`config.mk`:
```
export PLATFORM = sky130hd
export DESIGN_NAME = lintmc_top
export DESIGN_NICKNAME = d
export VERILOG_FILES = /design/src/logic/lintmc_pkg.sv /design/src/logic/lintmc_guard_if.sv /design/src/logic/lintmc_tx_guard.sv /design/src/logic/lintmc_top.sv
export SDC_FILE = /design/constraint.sdc
export NUM_CORES = 1
export LEC_CHECK = 0
export BUFFER_PORTS_ARGS = -buffer_cell sky130_fd_sc_hd__buf_4
export CORE_ASPECT_RATIO = 1.1
export CORE_MARGIN = 1.5
export CORE_UTILIZATION = 60
export CTS_BUF_LIST = sky130_fd_sc_hd__clkbuf_8
export CTS_CLUSTER_SIZE = 16
export DETAILED_ROUTE_END_ITERATION = 8
export GPL_TIMING_DRIVEN = 0
export PLACE_DENSITY = 0.8
export RECOVER_POWER = 100
export SKIP_CTS_REPAIR_TIMING = 1
export SYNTH_ARGS = -nofsm -noshare
export SYNTH_HDL_FRONTEND = slang
export SYNTH_SLANG_ARGS = --single-unit
```
`constraint.sdc`:
```
create_clock -name mclk -period 4.9 [get_ports mclk]
set_clock_uncertainty 0.2 [all_clocks]
set_input_delay 0 -clock mclk [delete_from_list [all_inputs] [get_ports mclk]]
set_output_delay 0 -clock mclk [all_outputs]
set_load 0.005 [all_outputs]
```
`src/logic/lintmc_pkg.sv`:
```
// Shared constants and types for the LIN transceiver mode control block
`default_nettype none
package lintmc_pkg;
  // Transceiver mode field encodings
  localparam logic [1:0] LIN_MODE_OFF = 2'h0;
  localparam logic [1:0] LIN_MODE_WAKE = 2'h1;
  localparam logic [1:0] LIN_MODE_RXONLY = 2'h2;
  localparam logic [1:0] LIN_MODE_NORMAL = 2'h3;
  // Chip operating mode encodings
  localparam logic [2:0] CHIP_NORMAL = 3'h0;
  localparam logic [2:0] CHIP_STOP = 3'h1;
  localparam logic [2:0] CHIP_SLEEP = 3'h2;
  localparam logic [2:0] CHIP_RESTART = 3'h3;
  localparam logic [2:0] CHIP_FAILSAFE = 3'h4;
  // Timing figures in microseconds and derived counts at 40 MHz
  localparam int CLK_MHZ = 40;
  localparam int T_EN_US = 10;
  localparam int EN_CYCLES = T_EN_US * CLK_MHZ;
  localparam int T_TXD_TO_US = 2000;
  localparam int TXD_TO_CYCLES = T_TXD_TO_US * CLK_MHZ;
  typedef enum logic [1:0] {LINTMC_OFF, LINTMC_WAKE, LINTMC_RXO,
    LINTMC_NORM} lintmc_mode_t;
endpackage
`default_nettype wire

```
`src/logic/lintmc_guard_if.sv`:
```
// Signals between mode control and the transmit guard
`default_nettype none
interface lintmc_guard_if;
  logic start;
  logic active;
  logic tx_dom;
  logic drive;
  logic fail_evt;
  modport ctrl (output start, output active, output tx_dom,
    input drive, input fail_evt);
  modport guard (input start, input active, input tx_dom,
    output drive, output fail_evt);
endinterface
`default_nettype wire

```
`src/logic/lintmc_tx_guard.sv`:
```
// Enabling-time and dominant time-out guard for the LIN transmit path
`default_nettype none
module lintmc_tx_guard
  import lintmc_pkg::*;
#(
  parameter int EN_CNT = EN_CYCLES,
  parameter int TO_CNT = TXD_TO_CYCLES
) (
  // Clock and reset
  input wire logic mclk,
  input wire logic srst,
  // Control side
  lintmc_guard_if.guard g
);
  logic [12:0] en_cnt;
  logic [12:0] next_en_cnt;
  logic [22:0] to_cnt;
  logic [22:0] next_to_cnt;
  logic armed;
  logic next_armed;
  logic blocked;
  logic next_blocked;
  logic tx_on;
  logic next_tx_on;
  logic timed_out;
  logic next_timed_out;

  always_comb begin
    next_en_cnt = en_cnt;
    next_armed = armed;
    next_blocked = blocked;
    next_to_cnt = to_cnt;
    next_timed_out = timed_out;
    if (g.start || !g.active) begin
      next_en_cnt = '0;
      next_armed = 1'b0;
      next_blocked = 1'b0;
    end else if (!armed) begin
      if (en_cnt >= 13'(EN_CNT - 1))
        next_armed = 1'b1;
      else
        next_en_cnt = en_cnt + 13'h1;
      if (g.tx_dom)
        next_blocked = 1'b1;
    end else if (!g.tx_dom) begin
      next_blocked = 1'b0;
    end
    if (!g.tx_dom || !g.active) begin
      next_to_cnt = '0;
      next_timed_out = 1'b0;
    end else if (to_cnt >= 23'(TO_CNT - 1)) begin
      next_timed_out = 1'b1;
    end else begin
      next_to_cnt = to_cnt + 23'h1;
    end
    next_tx_on = g.active && armed && !next_blocked && g.tx_dom &&
      !next_timed_out;
  end

  always_ff @(posedge mclk) begin
    if (srst) begin
      en_cnt <= '0;
      armed <= 1'b0;
      blocked <= 1'b0;
      to_cnt <= '0;
      timed_out <= 1'b0;
      tx_on <= 1'b0;
    end else begin
      en_cnt <= next_en_cnt;
      armed <= next_armed;
      blocked <= next_blocked;
      to_cnt <= next_to_cnt;
      timed_out <= next_timed_out;
      tx_on <= next_tx_on;
    end
  end

  assign g.drive = tx_on;
  assign g.fail_evt = next_timed_out && !timed_out;

  AST_EARLY_DOM_BLOCKED: assert property (@(posedge mclk)
    disable iff (srst)
    (g.active && !armed) |=> !g.drive)
    else $error("Driver active before enabling time");
  AST_TIMEOUT_STOPS: assert property (@(posedge mclk)
    disable iff (srst)
    timed_out |-> !g.drive)
    else $error("Driver active after dominant time-out");
endmodule
`default_nettype wire

```
`src/logic/lintmc_top.sv`:
```
// LIN transceiver mode control and data path
//
// Operation
// - The transceiver starts off after reset and off is allowed in every chip mode, silencing the bus.
// - In off mode bus wake activity is ignored.
// - The mode comes from a mode field written over SPI.
// - Normal mode is entered only in chip normal mode and stays usable in chip normal and stop.
// - In normal mode a low transmit input drives a dominant bus, a high one leaves it recessive.
// - A dominant input during the enabling time never reaches the bus; only the next fresh dominant bit does.
// - In normal and receive-only modes the receive output is low on a dominant bus and high otherwise.
// - In receive-only mode the driver stays off while reception continues.
// - Receive-only mode is entered by SPI only in chip normal or stop mode.
// - Wake-capable mode is code 01; after a bus wake the field keeps 01 and receive stays low until a non-01 write or entry to chip stop, sleep or fail-safe.
// - A transmit input dominant past the time-out disables the driver until recessive and sets the failure flag until fail_clr.
`default_nettype none
module lintmc_top
  import lintmc_pkg::*;
#(
  parameter int EN_CNT = EN_CYCLES,
  parameter int TO_CNT = TXD_TO_CYCLES
) (
  // Clock and reset
  input wire logic mclk,
  input wire logic srst,
  // Register side mode request
  input wire logic mode_wr,
  input wire logic [1:0] mode_wdata,
  output logic [1:0] lin_mode_field,
  input wire logic [2:0] chip_mode,
  input wire logic fail_clr,
  output logic lin_failure_flag,
  output logic wake_evt,
  // Microcontroller pins
  input wire logic lin_transmit_input,
  output logic lin_receive_output,
  // Bus stage
  input wire logic bus_dominant,
  input wire logic bus_wake,
  output logic bus_drive_dom
);
  lintmc_guard_if gif ();
  lintmc_mode_t mode;
  lintmc_mode_t next_mode;
  logic woken;
  logic next_woken;
  logic fail;
  logic next_fail;
  logic rxd;
  logic next_rxd;
  logic wk;
  logic next_wk;
  logic [2:0] prev_chip;
  logic next_active;

  function automatic logic chip_run(input logic [2:0] cm);
    return (cm == CHIP_NORMAL) || (cm == CHIP_STOP);
  endfunction

  always_comb begin
    next_mode = mode;
    next_woken = woken;
    next_wk = 1'b0;
    if (mode_wr) begin
      case (mode_wdata)
        LIN_MODE_OFF: next_mode = LINTMC_OFF;
        LIN_MODE_WAKE: next_mode = LINTMC_WAKE;
        LIN_MODE_RXONLY:
          if (chip_run(chip_mode)) next_mode = LINTMC_RXO;
        LIN_MODE_NORMAL:
          if (chip_mode == CHIP_NORMAL) next_mode = LINTMC_NORM;
        default: next_mode = mode;
      endcase
      // Mode toggle rearms wake
      if (next_mode != mode || mode_wdata != LIN_MODE_WAKE)
        next_woken = 1'b0;
    end
    // normal and receive-only need normal or stop
    if (!chip_run(chip_mode) && next_mode != LINTMC_OFF)
      next_mode = LINTMC_WAKE;
    // Rearm wake capability when chip enters a low-power mode
    if (chip_mode != prev_chip && chip_mode != CHIP_NORMAL &&
        chip_mode != CHIP_RESTART)
      next_woken = 1'b0;
    // wake only counts in wake-capable mode
    if (mode == LINTMC_WAKE && next_mode == LINTMC_WAKE && bus_wake &&
        !woken) begin
      next_woken = 1'b1;
      next_wk = 1'b1;
    end
    if (next_mode != LINTMC_WAKE)
      next_woken = 1'b0;
    next_active = (next_mode == LINTMC_NORM);
    next_fail = gif.fail_evt ? 1'b1 : (fail_clr ? 1'b0 : fail);
    case (next_mode)
      LINTMC_NORM, LINTMC_RXO: next_rxd = !bus_dominant;
      LINTMC_WAKE: next_rxd = !next_woken;
      default: next_rxd = 1'b1;
    endcase
  end

  always_ff @(posedge mclk) begin
    if (srst) begin
      mode <= LINTMC_OFF;
      woken <= 1'b0;
      fail <= 1'b0;
      rxd <= 1'b1;
      wk <= 1'b0;
      prev_chip <= CHIP_NORMAL;
    end else begin
      mode <= next_mode;
      woken <= next_woken;
      fail <= next_fail;
      rxd <= next_rxd;
      wk <= next_wk;
      prev_chip <= chip_mode;
    end
  end

  assign gif.start = next_active && (mode != LINTMC_NORM);
  assign gif.active = next_active;
  assign gif.tx_dom = !lin_transmit_input;

  lintmc_tx_guard #(.EN_CNT(EN_CNT), .TO_CNT(TO_CNT)) u_guard (
    .mclk(mclk),
    .srst(srst),
    .g(gif.guard)
  );

  assign bus_drive_dom = gif.drive && (mode == LINTMC_NORM);
  assign lin_mode_field = mode;
  assign lin_failure_flag = fail;
  assign lin_receive_output = rxd;
  assign wake_evt = wk;

  AST_OFF_SILENT: assert property (@(posedge mclk)
    disable iff (srst)
    (mode == LINTMC_OFF) |-> (!bus_drive_dom && lin_receive_output))
    else $error("Off mode not silent");
  AST_OFF_NO_WAKE: assert property (@(posedge mclk)
    disable iff (srst)
    (mode == LINTMC_OFF) |=> !wake_evt)
    else $error("Wake reported in off mode");
  AST_MODE_WRITE: assert property (@(posedge mclk)
    disable iff (srst)
    (mode_wr && mode_wdata == LIN_MODE_OFF) |=> (lin_mode_field == 2'h0))
    else $error("Off write not taken");
  AST_NORM_GATE: assert property (@(posedge mclk)
    disable iff (srst)
    (mode != LINTMC_NORM && chip_mode != CHIP_NORMAL) |=>
      (mode != LINTMC_NORM))
    else $error("Normal mode entered outside chip normal");
  AST_TX_POLARITY: assert property (@(posedge mclk)
    disable iff (srst)
    bus_drive_dom |-> !$past(lin_transmit_input))
    else $error("Dominant driven from high input");
  AST_RX_FOLLOW: assert property (@(posedge mclk)
    disable iff (srst)
    (mode == LINTMC_RXO && $past(mode) == LINTMC_RXO) |->
      (lin_receive_output == !$past(bus_dominant)))
    else $error("Receive output does not follow bus");
  AST_RXO_NODRIVE: assert property (@(posedge mclk)
    disable iff (srst)
    (mode == LINTMC_RXO) |-> !bus_drive_dom)
    else $error("Driver active in receive-only");
  AST_RXO_GATE: assert property (@(posedge mclk)
    disable iff (srst)
    (mode_wr && mode_wdata == LIN_MODE_RXONLY && !chip_run(chip_mode) &&
     mode == LINTMC_OFF) |=> (mode == LINTMC_OFF))
    else $error("Receive-only entered in wrong chip mode");
  AST_LOWPWR_MODES: assert property (@(posedge mclk)
    disable iff (srst)
    !chip_run(chip_mode) |=>
      (mode == LINTMC_OFF || mode == LINTMC_WAKE))
    else $error("Active transceiver mode in low-power chip mode");
  AST_WAKE_HOLD: assert property (@(posedge mclk)
    disable iff (srst)
    (woken && !mode_wr) |=>
      (lin_mode_field == 2'h1 && !lin_receive_output))
    else $error("Wake indication not held");
  AST_FAIL_STICKY: assert property (@(posedge mclk)
    disable iff (srst)
    (fail && !fail_clr) |=> fail)
    else $error("Failure flag lost");
  AST_FAIL_SET: assert property (@(posedge mclk)
    disable iff (srst)
    gif.fail_evt |=> lin_failure_flag)
    else $error("Failure flag not set on time-out");
  AST_REFUSED_KEEP: assert property (@(posedge mclk)
    disable iff (srst)
    (mode_wr && mode_wdata == LIN_MODE_NORMAL && chip_mode == CHIP_STOP &&
     mode == LINTMC_RXO) |=> (mode == LINTMC_RXO))
    else $error("Refused request changed mode");

  COV_NORMAL_TX: cover property (@(posedge mclk) disable iff (srst)
    bus_drive_dom);
  COV_WAKE: cover property (@(posedge mclk) disable iff (srst) wake_evt);
  COV_FAIL: cover property (@(posedge mclk) disable iff (srst)
    $rose(lin_failure_flag));
  COV_RXO: cover property (@(posedge mclk) disable iff (srst)
    mode == LINTMC_RXO);
endmodule
`default_nettype wire

```
## After elaboration in Yosys (flattened, before gate mapping)

Index checks and enable logic that the tools add are counted.

- Register bits after elaboration: 49
- Output and inout port bits: 6

- $add $sub $neg: 2
- Order comparisons: 2
- Eq/ne operators: 15
- Muxes and demuxes: 23
- Bitwise gates (word level): 2
- Reduce and logical (&&, ||, !) cells: 35

Operators with widths:

| cell | count |
|---|---|
| 23-bit by 1-bit adder with 23-bit output (second input constant) | 1 |
| 23-bit by 17-bit greater-or-equal comparator with 1-bit output (second input constant) | 1 |
| 1-bit 2-to-1 mux | 16 |
| 13-bit by 1-bit adder with 13-bit output (second input constant) | 1 |
| 13-bit by 9-bit greater-or-equal comparator with 1-bit output (second input constant) | 1 |
| 1-bit logical AND | 13 |
| 2-bit equality test (second input constant) | 5 |
| 2-bit 2-to-1 mux | 5 |
| 1-bit logical NOT | 9 |
| 2-bit one-hot mux with 4 select lines | 1 |
| 2-bit by 1-bit equality test with 1-bit output (second input constant) | 3 |
| 2-bit OR reduction | 3 |
| 1-bit logical OR | 4 |
| 2-bit by 1-bit != test with 1-bit output (second input constant) | 2 |
| 2-bit nonzero test | 2 |
| 3-bit by 1-bit equality test with 1-bit output (second input constant) | 1 |
| 3-bit logical NOT | 1 |
| 3-bit by 2-bit != test with 1-bit output (second input constant) | 1 |
| 3-bit != test | 1 |
| 3-bit nonzero test | 1 |
| 2-bit logical NOT | 1 |
| 2-bit != test | 1 |
| 2-bit != test (second input constant) | 1 |
| 1-bit inverter | 2 |
| other kinds (2) | 2 |

## Logic depth before layout (Yosys ltp)

- Word-level depth: 17
- Depth in mapped cells: 7
- Gate-level depth less buffers: 6

## Modules after synthesis

Synthesis repeated with hierarchy kept, for this count alone.

- Cell total of the unflattened synthesis: 257
- Area total of the unflattened synthesis: 2258.4 um^2

By module, submodules not included:

| module | instances | cells each | area each (um^2) | seq. area each (um^2) |
|---|---|---|---|---|
| lintmc_tx_guard | 1 | 202 | 1798.0 | 800.8 |
| lintmc_top | 1 | 55 | 460.4 | 180.2 |

## Least setup slack after synthesis

OpenSTA, ideal clock, no wires.

- Path type: flip-flop to flip-flop
- Start: reg u_guard.to_cnt[8]
- End: reg u_guard.to_cnt[6]
- Library setup time: 0.115 ns
- Arrival time: 1.880 ns
- Data required time: 4.585 ns
- Slack: 2.706 ns
- Cell stages (with the launch flop): 7
- Period minus slack after synthesis: 2.194 ns
- Cells stage by stage: dfxtp_1 -> or4_4 -> or4_4 -> a21oi_4 -> buf_6 -> nor4_1 -> o21a_1

- Longest elaborated chain between the ends: 1

Ends and longest elaborated chain:

| item | line | RTL |
|---|---|---|
| from (decl) | lintmc_tx_guard.sv:17 | `logic [22:0] to_cnt;` |
| from (signal assigned) | lintmc_tx_guard.sv:72 | `to_cnt <= next_to_cnt;` |
| 23-bit by 17-bit greater-or-equal comparator with 1-bit output | lintmc_tx_guard.sv:51 | `end else if (to_cnt >= 23'(TO_CNT - 1)) begin` |

No other way between the ends.
A chain may end at the register's enable or synchronous reset.

## Final worst setup path

- Start: reg u_guard.to_cnt[8]
- End: reg u_guard.to_cnt[0]

The elaborated chain is that of the path after synthesis.

==> summary.txt <==
Clock network
  • Clk sink count: just under 50
  • Root Buffer: clkbuf_8
  • CTS max path bufs: 2
  • Num CTS Buffers: 5
  • Clock latency at the later pin of the worst-skew pair: 310 ps
  • H-tree levels: 2
  • Clock transition at path regs: ~100 ps
  • TritonCTS clock tree: done

Synthesis
  • Mapped Cells: 263
  • Yosys reg bits: between 40 and 50
  • Yosys cell types: 52
  • Async SR Flop Fraction: 0%
  • Register area share after synthesis: between 40% and 50%
  • Avg Inst Size Synth: 8.87 sq um
  • Mapped Area: roughly 2300 sq um
  • Syn Nets: between 200 and 300
  • Yosys warns: 0
  • Dominant synthesized flop cell: dfxtp_1
  • EDFF count, synth: 0

Power and ir drop
  • Power Density: about 260 nW/um^2
  • Sw power: between 0.15 and 0.2 mW
  • Combinational power share: under 10%
  • Net Sw Frac: 23.5%
  • Worst vdd ir: ~180 uV
  • Share of total power in the clock network: between 30% and 40%
  • Pleak: between 0.8 and 0.9 nW
  • Sequential power share: between 50% and 60%
  • P_int: 0.522 mW

Flow run
  • Max cap viols: 0

Die
  • Die H: around 68 um
  • I/O pins: 18
  • Initial Util: roughly 63%
  • DIE WIDTH: approximately 62 um
  • Row count: 23
  • Die area: between 4000 and 5000 sq um
  • CORE AREA: 3680 sq um

STA
  • Slew Limit Fails: 0
  • Fmax: approximately 310 MHz
  • Unrepaired setup endpoints after global routing: no
  • # setup viols final: 0
  • Final period util: approximately two thirds
  • Final-report hold violation count: 0
  • Worst-Margin Slew: approximately 1100 ps
  • Max-slew headroom: between 20% and 30%
  • Setup Total Neg Slack: 0 ps
  • Period minus WS final: 3230 ps

Worst setup path
  • CP Data Required Time: 4940 ps
  • R2R Setup Slk: approximately 1700 ps
  • Max FO, Critical Path: 10
  • CP Class: reg -> reg
  • Crit path arrival time: ~3300 ps
  • Critical path startpoint: u_guard.to_cnt[8]$_SDFFE_PP0N_
  • Worst setup path endpoint: u_guard.to_cnt[0]$_SDFFE_PP0N_
  • Reg2reg start: u_guard.to_cnt[8]$_SDFFE_PP0N_
  • Critical Path Source Type: flip-flop
  • Cells on worst reg2reg path: 6
  • Kind of end point of the critical path: flip-flop
  • Reg2Reg Capture Point: u_guard.to_cnt[0]$_SDFFE_PP0N_

Placed design
  • PortBufs: 17
  • RePlAce Congestion: 0.900
  • DP Area: around 2500 sq um
  • Post-DP HPWL: approximately 3400 um

Global routing
  • First-pass GRT wire length: between 8000 and 9000 um
  • Initial antenna violation count: 0
  • GRT met1 Usage: a little over a quarter
  • Grt peak-use layer: met2
  • Total congestion overflow: 0
  • Met2 Resource Use GR: a little over two fifths
  • Largest net degree at the start of global routing: 18
  • Met3 Use GR: around 5.6%
  • Gr usage total: approximately a quarter
  • Vias in the first global route: between 1500 and 2000

Route
  • DRC Markers: 0
  • Pre-Repair DR Iteration Count: 4
  • Routed vias/inst: roughly 6.1
  • ANT nets after route: 0
  • Vias: about 2100
  • DR WL/cell: between 10 and 15 um
  • Routed wire length: 4920 um
  • Iteration-0 DRC Markers: around 180

Layout
  • Fin nets: 310
  • Design Area, Final: 2670 sq um
  • Most frequent cells in the layout: 49 x dfxtp_1, 20 x a21oi_1, 20 x nor2_1
  • Area Overhead vs Synth: 14.5%
  • Ant. Diodes: 0
  • Most common cell after layout, fill and taps aside: dfxtp_1
  • Share of cells above drive strength 1: 10.4%

Hold path
  • Hold Crit Class: in -> reg

Status
  • Status: finished, final reports clean
power by group through the flow:
stage                     clock [mW]  sequential [mW]  combinational [mW]
after floorplan                    0            0.412              0.0146
after global placement             0            0.413              0.0288
after detailed placement           0            0.413              0.0291
after CTS                      0.251            0.404              0.0292
after global routing           0.262            0.404              0.0371
final                          0.245            0.404              0.0341
cells by family (layout without fill, tap and decap cells):
kind of cell | Yosys count | in the layout | synth area share (%)
DFF | 49 | 49 | 42.0
buffers and inverters | 14 | 48 | 2.79
AOI/OAI and AO/OA | 67 | 67 | 20.1
xor gates and xnor gates | 6 | 6 | 2.25
adders and majority gates | 3 | 3 | 1.50
and+or+nand+nor | 124 | 124 | 31.3
worst min-delay path by stage:
stage / endpoint / cells past startpoint / slack [ps] / startpoint
final: prev_chip[1]$_SDFF_PP0_ / 3 / 30 / chip_mode[1]
after global routing: prev_chip[1]$_SDFF_PP0_ / 3 / 60 / chip_mode[1]
after CTS: lin_receive_output$_SDFF_PP1_ / 3 / -240 / bus_dominant
after detailed placement: lin_receive_output$_SDFF_PP1_ / 3 / 80 / bus_dominant
after global placement: lin_receive_output$_SDFF_PP1_ / 3 / 80 / bus_dominant
after floorplan: prev_chip[0]$_SDFF_PP0_ / 1 / -70 / chip_mode[0]
critical path: stages, from the launching register on:
cell      delay [ps]
dfxtp_1          370
or4_1            570
o311ai_0         920
nand2_2          280
clkbuf_1         330
or3_1            370
a21oi_1          140
sequential cells by signal, summed over array words and instances, names as in the netlist, 2 cells and up:
signal,count
u_guard.to_cnt,23
u_guard.en_cnt,13
prev_chip,3
lin_mode_field,2
cells in the mapped netlist (all sizes together), types with 2 or more instances:
library cell / instances / share of area, %
dfxtp: 49 / 42
nand2b: 4 / 1.1
nor3b: 2 / 0.64
nor4bb: 3 / 1.3
ha: 2 / 1.1
o2111ai: 3 / 1.1
xor2: 5 / 1.9
buf: 3 / 1.0
nor2b: 4 / 1.1
or3: 5 / 1.3
o31ai: 10 / 3.2
and3: 4 / 1.1
o21ai: 9 / 1.9
o211ai: 4 / 1.3
and4: 2 / 0.75
nor2: 20 / 3.3
o21a: 7 / 2.3
clkbuf: 5 / 0.80
a21oi: 21 / 5.0
nand3: 15 / 3.2
or4: 16 / 5.5
nand2: 17 / 2.8
and2: 14 / 3.8
nand4: 5 / 1.3
a21o: 2 / 0.64
inv: 6 / 0.97
a31oi: 2 / 0.54
nor4: 5 / 1.3
nor3: 3 / 0.86
per-stage QoR:
step	setup slack (ps)	total power [mW]	hold slack (ps)	util (%)	std cells
floorplan	2710	0.427	-71.8	-	263
global placement	2560	0.442	80.3	68.5	330
detailed placement	2520	0.442	79.7	68.5	330
CTS	2490	0.684	-236	71.1	338
global route	1480	0.704	56.0	72.6	347
finish	1670	0.683	26.3	72.6	347
layout make-up:
class	count	area, sq um
Buffer	8	38.8
Tap cell	50	62.6
Sequential cell	49	981
Clock inverter	3	25.0
Fill cell	310	1010
Clock buffer	5	68.8
Timing Repair Buffer	26	210
Inverter	6	22.5
Multi-Input combinational cell	200	1260
routing by layer:
layer / up-vias / wire (um)
li1: 1062 / -
met1: 977 / 2140
met2: 66 / 2440
met3: 13 / 246
met4: 0 / 100
met5: - / 0
Power figures use the tool's default switching activity.
